[config.mk]
export PLATFORM = sky130hd
export DESIGN_NAME = e1fas_top
export DESIGN_NICKNAME = d
export VERILOG_FILES = /design/src/rtl/e1fas_pkg.sv /design/src/rtl/e1fas_crcmf.sv /design/src/rtl/e1fas_casmf.sv /design/src/rtl/e1fas_top.sv
export VERILOG_INCLUDE_DIRS = /design/src /design/src/rtl
export SDC_FILE = /design/constraint.sdc
export NUM_CORES = 1
export LEC_CHECK = 0
export BUFFER_PORTS_ARGS = -buffer_cell sky130_fd_sc_hd__buf_4
export CORE_MARGIN = 5
export CORE_UTILIZATION = 55
export CTS_CLUSTER_DIAMETER = 150
export DETAILED_ROUTE_END_ITERATION = 10
export PLACE_DENSITY_LB_ADDON = 0.2
export SETUP_SLACK_MARGIN = 0.1
export SLEW_MARGIN = 20
export SYNTH_ARGS = -nofsm -noshare
export SYNTH_HDL_FRONTEND = slang
export SYNTH_HIERARCHICAL = 1
export SYNTH_SLANG_ARGS = --single-unit
[constraint.sdc]
create_clock -name clock -period 5.35 [get_ports clock]
set_clock_uncertainty 0.05 [all_clocks]
set_input_delay 1.07 -clock clock [delete_from_list [all_inputs] [get_ports clock]]
set_output_delay 1.07 -clock clock [all_outputs]
set_load 0.1 [all_outputs]
[src/rtl/e1fas_consts.svh]
`ifndef E1FAS_CONSTS_SVH
`define E1FAS_CONSTS_SVH

// ----------------------------------------------------------------
// register offsets (byte addresses on the 8-bit register port)
// ----------------------------------------------------------------
`define E1FAS_OFS_FRAMING_SELECT 8'h00
`define E1FAS_OFS_IRQ_STATUS 8'h01
`define E1FAS_OFS_IRQ_MASK 8'h02
`define E1FAS_OFS_ALIGN_STATE 8'h03

// ----------------------------------------------------------------
// framing_select fields and reset value
// ----------------------------------------------------------------
`define E1FAS_FS_RESET 8'h00
`define E1FAS_FS_IW_EN 7
`define E1FAS_FS_TX_CRC_ERR 6
`define E1FAS_FS_CAS_HI 5
`define E1FAS_FS_CAS_LO 4
`define E1FAS_FS_CRC_HI 3
`define E1FAS_FS_CRC_LO 2
`define E1FAS_FS_EXTRA 1
`define E1FAS_FS_ALG 0

// ----------------------------------------------------------------
// interrupt status / mask bits
// ----------------------------------------------------------------
`define E1FAS_IRQ_FAS 0
`define E1FAS_IRQ_CRC 1
`define E1FAS_IRQ_CAS 2
`define E1FAS_IRQ_IW 3
`define E1FAS_IRQ_RESET 4'h0

// ----------------------------------------------------------------
// frame geometry and patterns
// ----------------------------------------------------------------
`define E1FAS_BITS_LAST 8'hFF
`define E1FAS_FAS_PATTERN 7'h1B
`define E1FAS_FAS_END_BIT 8'h07
`define E1FAS_FAS_NEXT_BIT 8'h08
`define E1FAS_TS0_B1_BIT 8'h00
`define E1FAS_TS0_B2_BIT 8'h01
`define E1FAS_TS16_B4_BIT 8'h83
`define E1FAS_CRC_MF_PATTERN 6'h0B
`define E1FAS_CAS_MF_PATTERN 4'h0
`define E1FAS_CAS_MISS_16 4'hF
`define E1FAS_CAS_MISS_2 4'h1

// ----------------------------------------------------------------
// timing
// ----------------------------------------------------------------
`define E1FAS_CLK_KHZ 25000
`define E1FAS_CRC_WIN_MS 8
`define E1FAS_IW_MS 400
`define E1FAS_CRC_WIN_CYC (`E1FAS_CRC_WIN_MS * `E1FAS_CLK_KHZ)
`define E1FAS_IW_CYC (`E1FAS_IW_MS * `E1FAS_CLK_KHZ)

`endif

[src/rtl/e1fas_pkg.sv]
package e1fas_pkg;

  // basic frame search states, gray coded along hunt -> sync
  typedef enum logic [2:0] {
    E1FAS_HUNT = 3'b000,
    E1FAS_NFAS = 3'b001,
    E1FAS_FAS = 3'b011,
    E1FAS_XNFAS = 3'b010,
    E1FAS_XFAS = 3'b110,
    E1FAS_SYNC = 3'b111,
    E1FAS_HOLD = 3'b100
  } e1fas_state_t;

  typedef logic [1:0] e1fas_sel_t;

endpackage

[src/rtl/e1fas_crcmf.sv]
`timescale 1ns/10ps
`default_nettype none
`include "e1fas_consts.svh"

module e1fas_crcmf #(
  parameter int WIN_CYC = `E1FAS_CRC_WIN_CYC
) (
  input wire logic clock,
  input wire logic rst_n,
  input wire logic enable,
  input wire e1fas_pkg::e1fas_sel_t need,
  input wire logic si_tick,
  input wire logic si_bit,
  output logic aligned
);
  import e1fas_pkg::*;

  logic [5:0] hist;
  logic [1:0] hits;
  logic [23:0] win_cnt;
  logic run;
  wire match = si_tick && ({hist[4:0], si_bit} == `E1FAS_CRC_MF_PATTERN); // RULE_08
  wire [1:0] next_hits = hits + 2'h1;
  wire win_over = run && (win_cnt >= 24'(WIN_CYC - 1));

  // count alignment signals inside one window; on expiry the window closes and the next signal opens a new one
  always_ff @(posedge clock)
  begin
    if (!rst_n || !enable)
    begin
      hist <= 6'h0;
      hits <= 2'h0;
      win_cnt <= 24'h0;
      run <= 1'b0;
      aligned <= 1'b0; // RULE_09
    end
    else if (!aligned)
    begin
      if (si_tick)
        hist <= {hist[4:0], si_bit};
      if (match)
      begin
        hits <= next_hits;
        run <= 1'b1;
        win_cnt <= win_over ? 24'h0 : win_cnt + 24'h1;
        aligned <= (win_over ? 2'h1 : next_hits) >= need; // RULE_10
        if (win_over)
          hits <= 2'h1;
      end
      else if (win_over)
      begin
        run <= 1'b0;
        hits <= 2'h0;
        win_cnt <= 24'h0;
      end
      else if (run)
        win_cnt <= win_cnt + 24'h1;
    end
  end
endmodule // e1fas_crcmf
`default_nettype wire

[src/rtl/e1fas_casmf.sv]
`timescale 1ns/10ps
`default_nettype none
`include "e1fas_consts.svh"

module e1fas_casmf (
  input wire logic clock,
  input wire logic rst_n,
  input wire logic enable,
  input wire e1fas_pkg::e1fas_sel_t mode,
  input wire logic ts16_tick,
  input wire logic [3:0] nibble,
  output logic aligned
);
  import e1fas_pkg::*;

  logic [3:0] miss_cnt;
  wire off = (mode == 2'h0) || (mode == 2'h3); // RULE_05
  wire [3:0] need = (mode == 2'h1) ? `E1FAS_CAS_MISS_16 : `E1FAS_CAS_MISS_2; // RULE_06 RULE_07
  wire hit = (nibble == `E1FAS_CAS_MF_PATTERN);

  // count consecutive frames without the pattern, saturating at 15
  always_ff @(posedge clock)
  begin
    if (!rst_n || !enable || off)
    begin
      miss_cnt <= 4'h0;
      aligned <= 1'b0;
    end
    else if (ts16_tick && !aligned)
    begin
      if (hit)
      begin
        aligned <= (miss_cnt >= need); // RULE_06 RULE_07
        miss_cnt <= 4'h0;
      end
      else if (miss_cnt != 4'hF)
        miss_cnt <= miss_cnt + 4'h1;
    end
  end
endmodule // e1fas_casmf
`default_nettype wire

[src/rtl/e1fas_top.sv]
// Functional notes
// RULE_01: no CRC alignment in 400 ms: interworking interrupt
// RULE_02: bit 7 enables interworking detection, resets 0
// RULE_03: transmit CRC error inverts C1 each multiframe
// RULE_04: CRC error forcing ignored without transmit CRC
// RULE_05: CAS select 00 or 11 disables CAS
// RULE_06: CAS 01: 15 misses then pattern aligns
// RULE_07: CAS 10: one miss then pattern aligns
// RULE_08: CRC pattern checked on non-FAS international bits
// RULE_09: CRC select 00 disables CRC alignment
// RULE_10: CRC select needs 1/2/3 signals in 8 ms
// RULE_11: extra check verifies two more frames first
// RULE_12: bit 0 picks search algorithm one or two
// RULE_13: search starts hunting the 7-bit FAS pattern
// RULE_14: next frame bit 2 must be one
// RULE_15: third frame must hold FAS again
// RULE_16: three checks pass without extra: declare sync
// RULE_17: algorithm two holds off one frame on fail
// RULE_18: frames are 256 bits, 32 timeslots, alternating
`timescale 1ns/10ps
`default_nettype none
`include "e1fas_consts.svh"

module e1fas_top #(
  parameter int CRC_WIN_CYC = `E1FAS_CRC_WIN_CYC,
  parameter int IW_CYC = `E1FAS_IW_CYC
) (
  input wire logic clock,
  input wire logic rst_n,
  input wire logic [7:0] reg_addr,
  input wire logic [7:0] reg_wr_data,
  input wire logic reg_wr,
  input wire logic reg_rd,
  output logic [7:0] reg_rd_data,
  output logic irq,
  input wire logic line_clk,
  input wire logic line_data,
  input wire logic tx_bit_in,
  input wire logic tx_c1_slot,
  input wire logic tx_crc_mf_on,
  output logic tx_bit_out,
  output logic fas_in_sync,
  output logic crc_mf_aligned,
  output logic cas_mf_aligned,
  output logic non_crc_far_end
);
  import e1fas_pkg::*;

  // ----------------------------------------------------------------
  // helpers
  // ----------------------------------------------------------------

  // the crc select enables its aligner unless it reads zero
  function automatic logic sel_on(input e1fas_sel_t sel);
    sel_on = (sel != 2'h0);
  endfunction

  // ----------------------------------------------------------------
  // register port decode
  // ----------------------------------------------------------------
  logic [7:0] framing_select;
  logic [3:0] irq_status;
  logic [3:0] irq_mask;
  logic [3:0] events;

  wire hit_fs = (reg_addr == `E1FAS_OFS_FRAMING_SELECT);
  wire hit_st = (reg_addr == `E1FAS_OFS_IRQ_STATUS);
  wire hit_mk = (reg_addr == `E1FAS_OFS_IRQ_MASK);
  wire hit_al = (reg_addr == `E1FAS_OFS_ALIGN_STATE);

  wire iw_en = framing_select[`E1FAS_FS_IW_EN]; // RULE_02
  wire tx_crc_err = framing_select[`E1FAS_FS_TX_CRC_ERR];
  wire [1:0] cas_sel = framing_select[`E1FAS_FS_CAS_HI:`E1FAS_FS_CAS_LO];
  wire [1:0] crc_sel = framing_select[`E1FAS_FS_CRC_HI:`E1FAS_FS_CRC_LO];
  wire extra_chk = framing_select[`E1FAS_FS_EXTRA];
  wire alg_two = framing_select[`E1FAS_FS_ALG]; // RULE_12

  // unmapped addresses read zero
  logic [7:0] rd_mux;
  always_comb
  begin
    if (hit_fs)
      rd_mux = framing_select;
    else if (hit_st)
      rd_mux = {4'h0, irq_status};
    else if (hit_mk)
      rd_mux = {4'h0, irq_mask};
    else if (hit_al)
      rd_mux = {4'h0, non_crc_far_end, cas_mf_aligned, crc_mf_aligned, fas_in_sync};
    else
      rd_mux = 8'h00;
  end

  // write-one-to-clear; a new event in the same cycle wins over the clear
  wire [3:0] st_clr = (reg_wr && hit_st) ? reg_wr_data[3:0] : 4'h0;
  wire [3:0] next_status = (irq_status & ~st_clr) | events;

  // register file; read data stands in the cycle after the strobe only
  always_ff @(posedge clock)
  begin
    if (!rst_n)
    begin
      framing_select <= `E1FAS_FS_RESET;
      irq_mask <= `E1FAS_IRQ_RESET;
      irq_status <= `E1FAS_IRQ_RESET;
      reg_rd_data <= 8'h00;
      irq <= 1'b0;
    end
    else
    begin
      if (reg_wr && hit_fs)
        framing_select <= reg_wr_data;
      if (reg_wr && hit_mk)
        irq_mask <= reg_wr_data[3:0];
      irq_status <= next_status;
      reg_rd_data <= reg_rd ? rd_mux : 8'h00;
      irq <= |(next_status & irq_mask);
    end
  end

  // ----------------------------------------------------------------
  // line input synchronisers
  // ----------------------------------------------------------------
  logic lc_s1;
  logic lc_s2;
  logic lc_s3;
  logic lc_lvl;
  logic ld_s1;
  logic ld_s2;
  logic ld_s3;

  // a clock level counts once the second and third stages agree
  wire lc_change = (lc_s2 == lc_s3) && (lc_s3 != lc_lvl);
  wire bit_tick = lc_change && lc_s3;
  wire rx_bit = ld_s3;

  // three stages on both pins; the line clock is far slower than ours
  always_ff @(posedge clock)
  begin
    if (!rst_n)
    begin
      {lc_s1, lc_s2, lc_s3, lc_lvl} <= 4'h0;
      {ld_s1, ld_s2, ld_s3} <= 3'h0;
    end
    else
    begin
      {lc_s1, lc_s2, lc_s3} <= {line_clk, lc_s1, lc_s2};
      {ld_s1, ld_s2, ld_s3} <= {line_data, ld_s1, ld_s2};
      if (lc_change)
        lc_lvl <= lc_s3;
    end
  end

  // ----------------------------------------------------------------
  // basic frame search
  // ----------------------------------------------------------------
  e1fas_state_t state;
  e1fas_state_t next_state;
  logic [7:0] bit_pos;
  logic fas_frame;
  logic [6:0] shreg;
  logic [7:0] next_pos;
  logic next_fas_frame;

  wire [6:0] window_bits = {shreg[5:0], rx_bit};
  wire pat_now = (window_bits == `E1FAS_FAS_PATTERN);
  wire at_b2 = (bit_pos == `E1FAS_TS0_B2_BIT) && !fas_frame;
  wire at_fas = (bit_pos == `E1FAS_FAS_END_BIT) && fas_frame;
  wire at_si = (bit_pos == `E1FAS_TS0_B1_BIT) && !fas_frame;
  wire at_ts16 = (bit_pos == `E1FAS_TS16_B4_BIT);

  // bit and frame position; a hunt hit re-anchors both
  always_comb
  begin
    next_pos = bit_pos + 8'h01; // RULE_18
    next_fas_frame = fas_frame;
    if (bit_pos == `E1FAS_BITS_LAST)
      next_fas_frame = !fas_frame; // RULE_18
    if ((state == E1FAS_HUNT) && pat_now)
    begin
      next_pos = `E1FAS_FAS_NEXT_BIT; // RULE_13
      next_fas_frame = 1'b1;
    end
  end

  // search sequence; everything advances only on a line bit
  always_comb
  begin
    next_state = state;
    case (state)
      E1FAS_HUNT:
        if (pat_now)
          next_state = E1FAS_NFAS; // RULE_13
      E1FAS_NFAS:
        if (at_b2)
        begin
          if (!rx_bit)
            next_state = alg_two ? E1FAS_HOLD : E1FAS_HUNT; // RULE_14 RULE_17
          else
            next_state = E1FAS_FAS;
        end
      E1FAS_HOLD:
        if (at_fas)
          next_state = E1FAS_HUNT; // RULE_17
      E1FAS_FAS:
        if (at_fas)
        begin
          if (!pat_now)
            next_state = E1FAS_HUNT; // RULE_15
          else if (extra_chk)
            next_state = E1FAS_XNFAS; // RULE_11
          else
            next_state = E1FAS_SYNC; // RULE_16
        end
      E1FAS_XNFAS:
        if (at_b2)
          next_state = rx_bit ? E1FAS_XFAS : E1FAS_HUNT; // RULE_11
      E1FAS_XFAS:
        if (at_fas)
          next_state = pat_now ? E1FAS_SYNC : E1FAS_HUNT; // RULE_11
      E1FAS_SYNC:
        next_state = E1FAS_SYNC;
      default:
        next_state = E1FAS_HUNT;
    endcase
  end

  // search registers
  always_ff @(posedge clock)
  begin
    if (!rst_n)
    begin
      state <= E1FAS_HUNT;
      bit_pos <= 8'h00;
      fas_frame <= 1'b0;
      shreg <= 7'h00;
    end
    else if (bit_tick)
    begin
      state <= next_state;
      bit_pos <= next_pos;
      fas_frame <= next_fas_frame;
      shreg <= window_bits;
    end
  end

  // ----------------------------------------------------------------
  // multiframe aligners
  // ----------------------------------------------------------------
  wire in_sync = (state == E1FAS_SYNC);
  wire si_tick = bit_tick && in_sync && at_si; // RULE_08
  wire ts16_tick = bit_tick && in_sync && at_ts16;
  wire [3:0] ts16_nibble = {shreg[2:0], rx_bit};
  logic crc_al;
  logic cas_al;

  e1fas_crcmf #(
    .WIN_CYC(CRC_WIN_CYC)
  ) u_crcmf (
    .clock(clock),
    .rst_n(rst_n),
    .enable(in_sync && sel_on(crc_sel)), // RULE_09
    .need(crc_sel), // RULE_10
    .si_tick(si_tick),
    .si_bit(rx_bit),
    .aligned(crc_al)
  );

  e1fas_casmf u_casmf (
    .clock(clock),
    .rst_n(rst_n),
    .enable(in_sync),
    .mode(cas_sel), // RULE_05
    .ts16_tick(ts16_tick),
    .nibble(ts16_nibble),
    .aligned(cas_al)
  );

  // ----------------------------------------------------------------
  // crc to non-crc interworking
  // ----------------------------------------------------------------
  logic [23:0] iw_cnt;
  wire iw_watch = iw_en && sel_on(crc_sel) && in_sync && !crc_al; // RULE_01 RULE_02
  wire iw_expire = iw_watch && !non_crc_far_end && (iw_cnt >= 24'(IW_CYC - 1));

  // the timer stops once the far end is judged non-crc
  always_ff @(posedge clock)
  begin
    if (!rst_n || !iw_watch)
    begin
      iw_cnt <= 24'h0;
      non_crc_far_end <= 1'b0;
    end
    else if (iw_expire)
      non_crc_far_end <= 1'b1; // RULE_01
    else if (!non_crc_far_end)
      iw_cnt <= iw_cnt + 24'h1;
  end

  // ----------------------------------------------------------------
  // status outputs and events
  // ----------------------------------------------------------------
  always_comb
  begin
    events = 4'h0;
    events[`E1FAS_IRQ_FAS] = in_sync && !fas_in_sync;
    events[`E1FAS_IRQ_CRC] = crc_al && !crc_mf_aligned;
    events[`E1FAS_IRQ_CAS] = cas_al && !cas_mf_aligned;
    events[`E1FAS_IRQ_IW] = iw_expire; // RULE_01
  end

  // registered copies give edge detection and flop-driven outputs
  always_ff @(posedge clock)
  begin
    if (!rst_n)
    begin
      fas_in_sync <= 1'b0;
      crc_mf_aligned <= 1'b0;
      cas_mf_aligned <= 1'b0;
    end
    else
    begin
      fas_in_sync <= in_sync; // RULE_16
      crc_mf_aligned <= crc_al;
      cas_mf_aligned <= cas_al;
    end
  end

  // ----------------------------------------------------------------
  // transmit crc error injection
  // ----------------------------------------------------------------

  // c1 flips only while the transmit side really carries crc multiframes
  wire inject = tx_crc_err && tx_crc_mf_on && tx_c1_slot; // RULE_03 RULE_04

  always_ff @(posedge clock)
  begin
    if (!rst_n)
      tx_bit_out <= 1'b0;
    else
      tx_bit_out <= tx_bit_in ^ inject; // RULE_03
  end
endmodule // e1fas_top
`default_nettype wire

Word level (Yosys, flattened, before mapping)
Index checks and enable logic that the tools add are counted.

cells by class
  add/subtract/negate cells = 5
  $lt $le $gt $ge = 4
  equality and inequality tests = 26
  mux-type cells = 35
  bitwise logic cells = 8
  reductions and logical operators = 62

operators by type and width
  kind                   count
  $mux 24                4
  $add 24x1->24 const B  2
  $mux 3                 12
  $mux 4                 7
  $logic_and 1x1->1      26
  $ge 24x18->1 const B   1
  $ge 24x24->1 const B   1
  $pmux 3 s7             1
  $eq 8x1->1 const B     2
  $eq 8x2->1 const B     2
  $eq 8x8->1 const B     2
  $logic_not 8->1        2
  $mux 8                 2
  $reduce_and 2->1       8
  $ne 2x2->1 const B     6
  $logic_not 1->1        11
  $eq 3x3->1 const B     3
  $add 8x1->8 const B    1
  $and 4x4->4            2
  $eq 8x3->1 const B     1
  $reduce_bool 2->1      4
  $eq 7x5->1 const B     1
  $reduce_and 7->1       1
  $eq 3x2->1 const B     2
  23 further kinds       36

storage, ports and cells
  register bits after elaboration = 117
  bits of input ports = 25
  output and inout bits = 14
  logic and storage cells = 169

Depth between registers and ports, before layout
  depth in word-level cells = 9
  depth in mapped cells = 11
  gate-level depth less buffers = 11

Cells and area by module
The synthesis kept the hierarchy.

by module, submodules not included
  module       instances  cells an instance  area each (um^2)  seq. area each (um^2)
  e1fas_top    1          408                3593.4            1581.5
  e1fas_crcmf  1          189                1700.4            660.6
  e1fas_casmf  1          40                 352.8             100.1

Least setup slack after synthesis
No wires, ideal clock.

  path kind = in2reg
  start = input reg_addr[5]
  end = register irq
  setup time = 0.135 ns
  arrival = 2.633 ns
  required time = 5.165 ns
  slack = 2.532 ns
  cell stages on the path = 6
  buffers on the path = 0
  path through = or4_1 -> nor4_1 -> a21bo_2 -> o31ai_1 -> nand2_1 -> a41oi_1

on the way
  cells in the longest elaborated chain, start to end = 8

RTL lines
  element                      line              text
  from (decl)                  e1fas_top.sv:30   input wire logic [7:0] reg_addr,
  $eq 8x1->1 (no source line)  n/a
  $logic_and 1x1->1            e1fas_top.sv:95   wire [3:0] st_clr = (reg_wr && hit_st) ? reg_wr_data[3:0] : 4'h0;
  $mux 4                       e1fas_top.sv:95
  $not 4->4                    e1fas_top.sv:96   wire [3:0] next_status = (irq_status & ~st_clr) | events;
  $and 4x4->4                  e1fas_top.sv:96
  $or 4x4->4                   e1fas_top.sv:96
  $and 4x4->4                  e1fas_top.sv:117  irq <= |(next_status & irq_mask);
  $reduce_or 4->1              e1fas_top.sv:117
  to (signal assigned)         e1fas_top.sv:117
  to (decl)                    e1fas_top.sv:35   output logic irq,

Every way passes these cells.
A chain may end at the register's enable or synchronous reset.

Worst setup path in the final report
  start = register state[1]
  end = register iw_cnt[16]

on the way
  cells in the longest elaborated chain, start to end = 7
  elaborated cells between the ends (all ways) = 9
  those cells by class = eq/ne: 1; bitwise: 1; reduce/logical: 7

RTL lines
  element                            line              text
  from (decl)                        e1fas_top.sv:157  e1fas_state_t state;
  from (signal assigned)             e1fas_top.sv:240  state <= next_state;
  $eq 3x3->1 *                       e1fas_top.sv:250  wire in_sync = (state == E1FAS_SYNC);
  $logic_and 1x1->1 * (2 in series)  e1fas_top.sv:283  wire iw_watch = iw_en && sel_on(crc_sel) && in_sync && !crc_al;
  $logic_and 1x1->1 (2 in series)    e1fas_top.sv:284  wire iw_expire = iw_watch && !non_crc_far_end && (iw_cnt >= 24'(IW_CYC - 1));
  $not 1->1 (no source line)         n/a
  $reduce_and 2->1 (no source line)  n/a
  to (signal assigned)               e1fas_top.sv:297  iw_cnt <= iw_cnt + 24'h1;
  to (decl)                          e1fas_top.sv:282  logic [23:0] iw_cnt;

Mark *: on every way between the ends. The rest lies on a longest branch, timed or not.

==> out/qor.yml <==
drv_slew: 0
yosysSeqAreaShare_pct: 41.48
syn_area_per_cell_um2: 8.864
cts.sinks: 117
multi_input_area_mm2: 0.003073
fin_ws_ps: 2175
power_leakage_uw: 0.002344
drtPass1Iterations: 6
crit_path_end: "iw_cnt[16]"
io_pins: 39
vdd_drop_max_mv: 0.2143
die_w_um: 111.3
drt_iter0_drc: 268
via_count: 4717
period_needed_ps: 3175
die_h_um: 111.3
clockPowerShare_pct: 55.6
fillerInstances: 851
setup_viol: 0
power.share.sequential_pct: 42.7
coreArea_mm2: 0.01018
grt_pass1_vias: 4567
yosysWarnings: 6
dp_hpwl_mm: 8.203
power_density_mw_per_mm2: 312.9
gp_congestion: 0.8487
combPwrFrac_pct: 1.7
drive_gt1_share_pct: 17.01
grt_use_total_pct: 20.42
arrival_ps: 3510
die-area_mm2: 0.01239
synthArstFlopShare_pct: 0
clk_path_buf_depth: 2
wl_mm: 12.01
grt_max_degree: 30
postCtsSetupBuffers: 0
regArea_mm2: 0.002342
finalHoldViolCount: 0
holdCritPathClass: "flip-flop to flip-flop"
ys_types: 74
synth_fp_nets: 674
maxCapViolations: 0
cts.clk_slew.worst_paths_ps: 50
ys_ff_latch: 117
crit_type: "flip-flop to flip-flop"
reg2reg_to: "iw_cnt[16]"
insertion_delay_ps: 530
timing.critical_path.from: "state[1]"
cp-end-kind: "flip-flop"
regToRegStartpoint: "state[1]"
antenna_found_initial: 0
area_growth_syn_to_layout_pct: 16.09
postSynthCellCount: 637
h-tree-depth: 4
r2r_slack_ps: 2180
drc_errors: 0
power.switching_uw: 403.7
diodes: 0
crit_fanout: 14
grt-ovfl-total: 0
finalSetupTns_ps: 0
required_ps: 5680
status: "finished clean"
drtAntennaViolNets: 0
max_freq_mhz: 315.0
fin_crit_sh_pct: 59.34
final_util_pct: 64.36
start_util_pct: 55.44
grt_pass1_wl_mm: 20.98
maxSlewHeadroom_pct: 29.68
start_kind: "flip-flop"
synth_edf_count: 0
cts_buffers: 17
swShare_pct: 19.68
rows: 37
cts_root_buffer: "clkbuf_8"
p_int_uw: 1647
worstMarginPinSlew_ps: 1045
pre_cts_slack_ps: 2003
rsz0062_at_grt: "no"
wl_per_cell_um: 14.68
cts.hold.buffers_added: 0
synth_area_mm2: 0.005647
r2r_cells: 6
cts_resized: 0
viasPerCell: 5.767
synth-main-ff-cell: "dfxtp_1"
cts_tree: "yes"
hold_slack_ps: 382.8
numPortBuffers: 38
nets: 706
[power by group through the flow]
| stage | logic (uW) | clock network (uW) | registers, uW |
|---|---|---|---|
| floorplan | 12.8 | 0 | 897 |
| global placement | 33.5 | 0 | 894 |
| detailed placement | 33.9 | 0 | 894 |
| CTS | 34.0 | 1170 | 876 |
| global route | 36.8 | 1210 | 875 |
| finish | 33.9 | 1140 | 876 |
[cell families after synthesis]
logic type / synth area share (%)
mux: 5.141
flops: 41.48
buf+inv: 4.166
simple gates: 29.01
fa+ha+maj: 2.659
xor+xnor: 5.429
compound gates: 12.12
[state kept, by name, indices dropped and copies added, names as in the netlist, 2 cells and up]
register          cells
reg_rd_data           8
irq_mask              4
framing_select        8
irq_status            4
state                 3
u_crcmf/hist          5
bit_pos               8
u_casmf/miss_cnt      4
shreg                 6
u_crcmf/hits          2
iw_cnt               24
u_crcmf/win_cnt      24
[cell type report]
type	count	share of cell area (%)
Tap cell	136	2.596
Timing Repair Buffer	40	4.581
Sequential cell	117	35.73
Clock inverter	8	1.851
Multi-Input combinational cell	475	46.88
Inverter	18	1.031
Clock buffer	24	7.330
[through the flow]
stage / power, uW / std cells / cell area [um2]
finish: 2051 / 818 / 6555
global route: 2121 / 818 / 6555
detailed placement: 928.1 / 786 / 5949
floorplan: 909.6 / 637 / 5647
global placement: 927.7 / 786 / 5949
CTS: 2077 / 818 / 6551
[how the worst min path moves through the flow]
stage                        to  depth (start not counted)  slack (ps)  startpoint
after floorplan           lc_s2                          1         360       lc_s1
after global placement    ld_s3                          1         360       ld_s2
after detailed placement  ld_s2                          1         370       ld_s1
after CTS                 ld_s2                          1         380       ld_s1
after global routing      ld_s2                          1         400       ld_s1
final                     ld_s2                          1         380       ld_s1
[cells in the final DEF, fill, tap and decap left out, types with 6 or more instances in the layout]
cell / count
nor2b_1: 9
mux2i_1: 20
buf_4: 40
nor4_1: 14
xnor2_1: 8
nor2_2: 20
nor3_1: 12
and2_1: 18
and3_1: 6
nand3_1: 27
nor2_1: 57
o31ai_1: 7
inv_1: 18
xor2_1: 27
o21ai_0: 19
dfxtp_1: 117
clkbuf_16: 16
a21oi_1: 39
ha_1: 12
or3_1: 11
nand2_1: 62
nand4_1: 16
nand3b_1: 6
or4_1: 11
[worst max-delay path: stages, from the launching register on]
cell and delay [ps]:
dfxtp_1 600, nand3_1 400, nor4b_1 520, o311ai_1 340, o21ai_1 820, or4_1 230
a21oi_1 60
[per-layer routing]
layer	routed length [um]	track usage (%)	vias to the layer above
met5	0	0	-
li1	-	-	2338
met1	5350	25.88	2224
met2	5654	32.01	132
met4	246	7.624	0
met3	760	7.424	23
[cells in the mapped netlist, types with 4 or more instances]
| master | number | area share (%) |
|---|---|---|
| mux2i_1 | 20 | 3.5 |
| nand2_1 | 62 | 4.1 |
| o211ai_1 | 4 | 0.53 |
| a21oi_1 | 39 | 3.5 |
| clkbuf_1 | 11 | 0.73 |
| o31ai_1 | 7 | 0.93 |
| o21ai_1 | 4 | 0.35 |
| a211oi_1 | 4 | 0.53 |
| nand3_1 | 27 | 2.4 |
| and3_1 | 6 | 0.66 |
| ha_1 | 12 | 2.7 |
| xnor2_1 | 8 | 1.2 |
| nor2_1 | 57 | 3.8 |
| nor2b_1 | 9 | 1.0 |
| or3_1 | 11 | 1.2 |
| or4_1 | 11 | 1.5 |
| dfxtp_1 | 117 | 41 |
| xor2_1 | 27 | 4.2 |
| mux4_2 | 4 | 1.6 |
| and2_1 | 18 | 2.0 |
| nand2b_1 | 5 | 0.55 |
| nand4_1 | 16 | 1.8 |
| nor2_2 | 20 | 2.2 |
| nor3_1 | 12 | 1.1 |
| buf_4 | 4 | 0.53 |
| inv_1 | 18 | 1.2 |
| buf_2 | 5 | 0.44 |
| nor4_1 | 14 | 1.6 |
| nand3b_1 | 6 | 0.80 |
| o21ai_0 | 19 | 1.7 |
No activity file was read; power rests on OpenSTA's default activity.
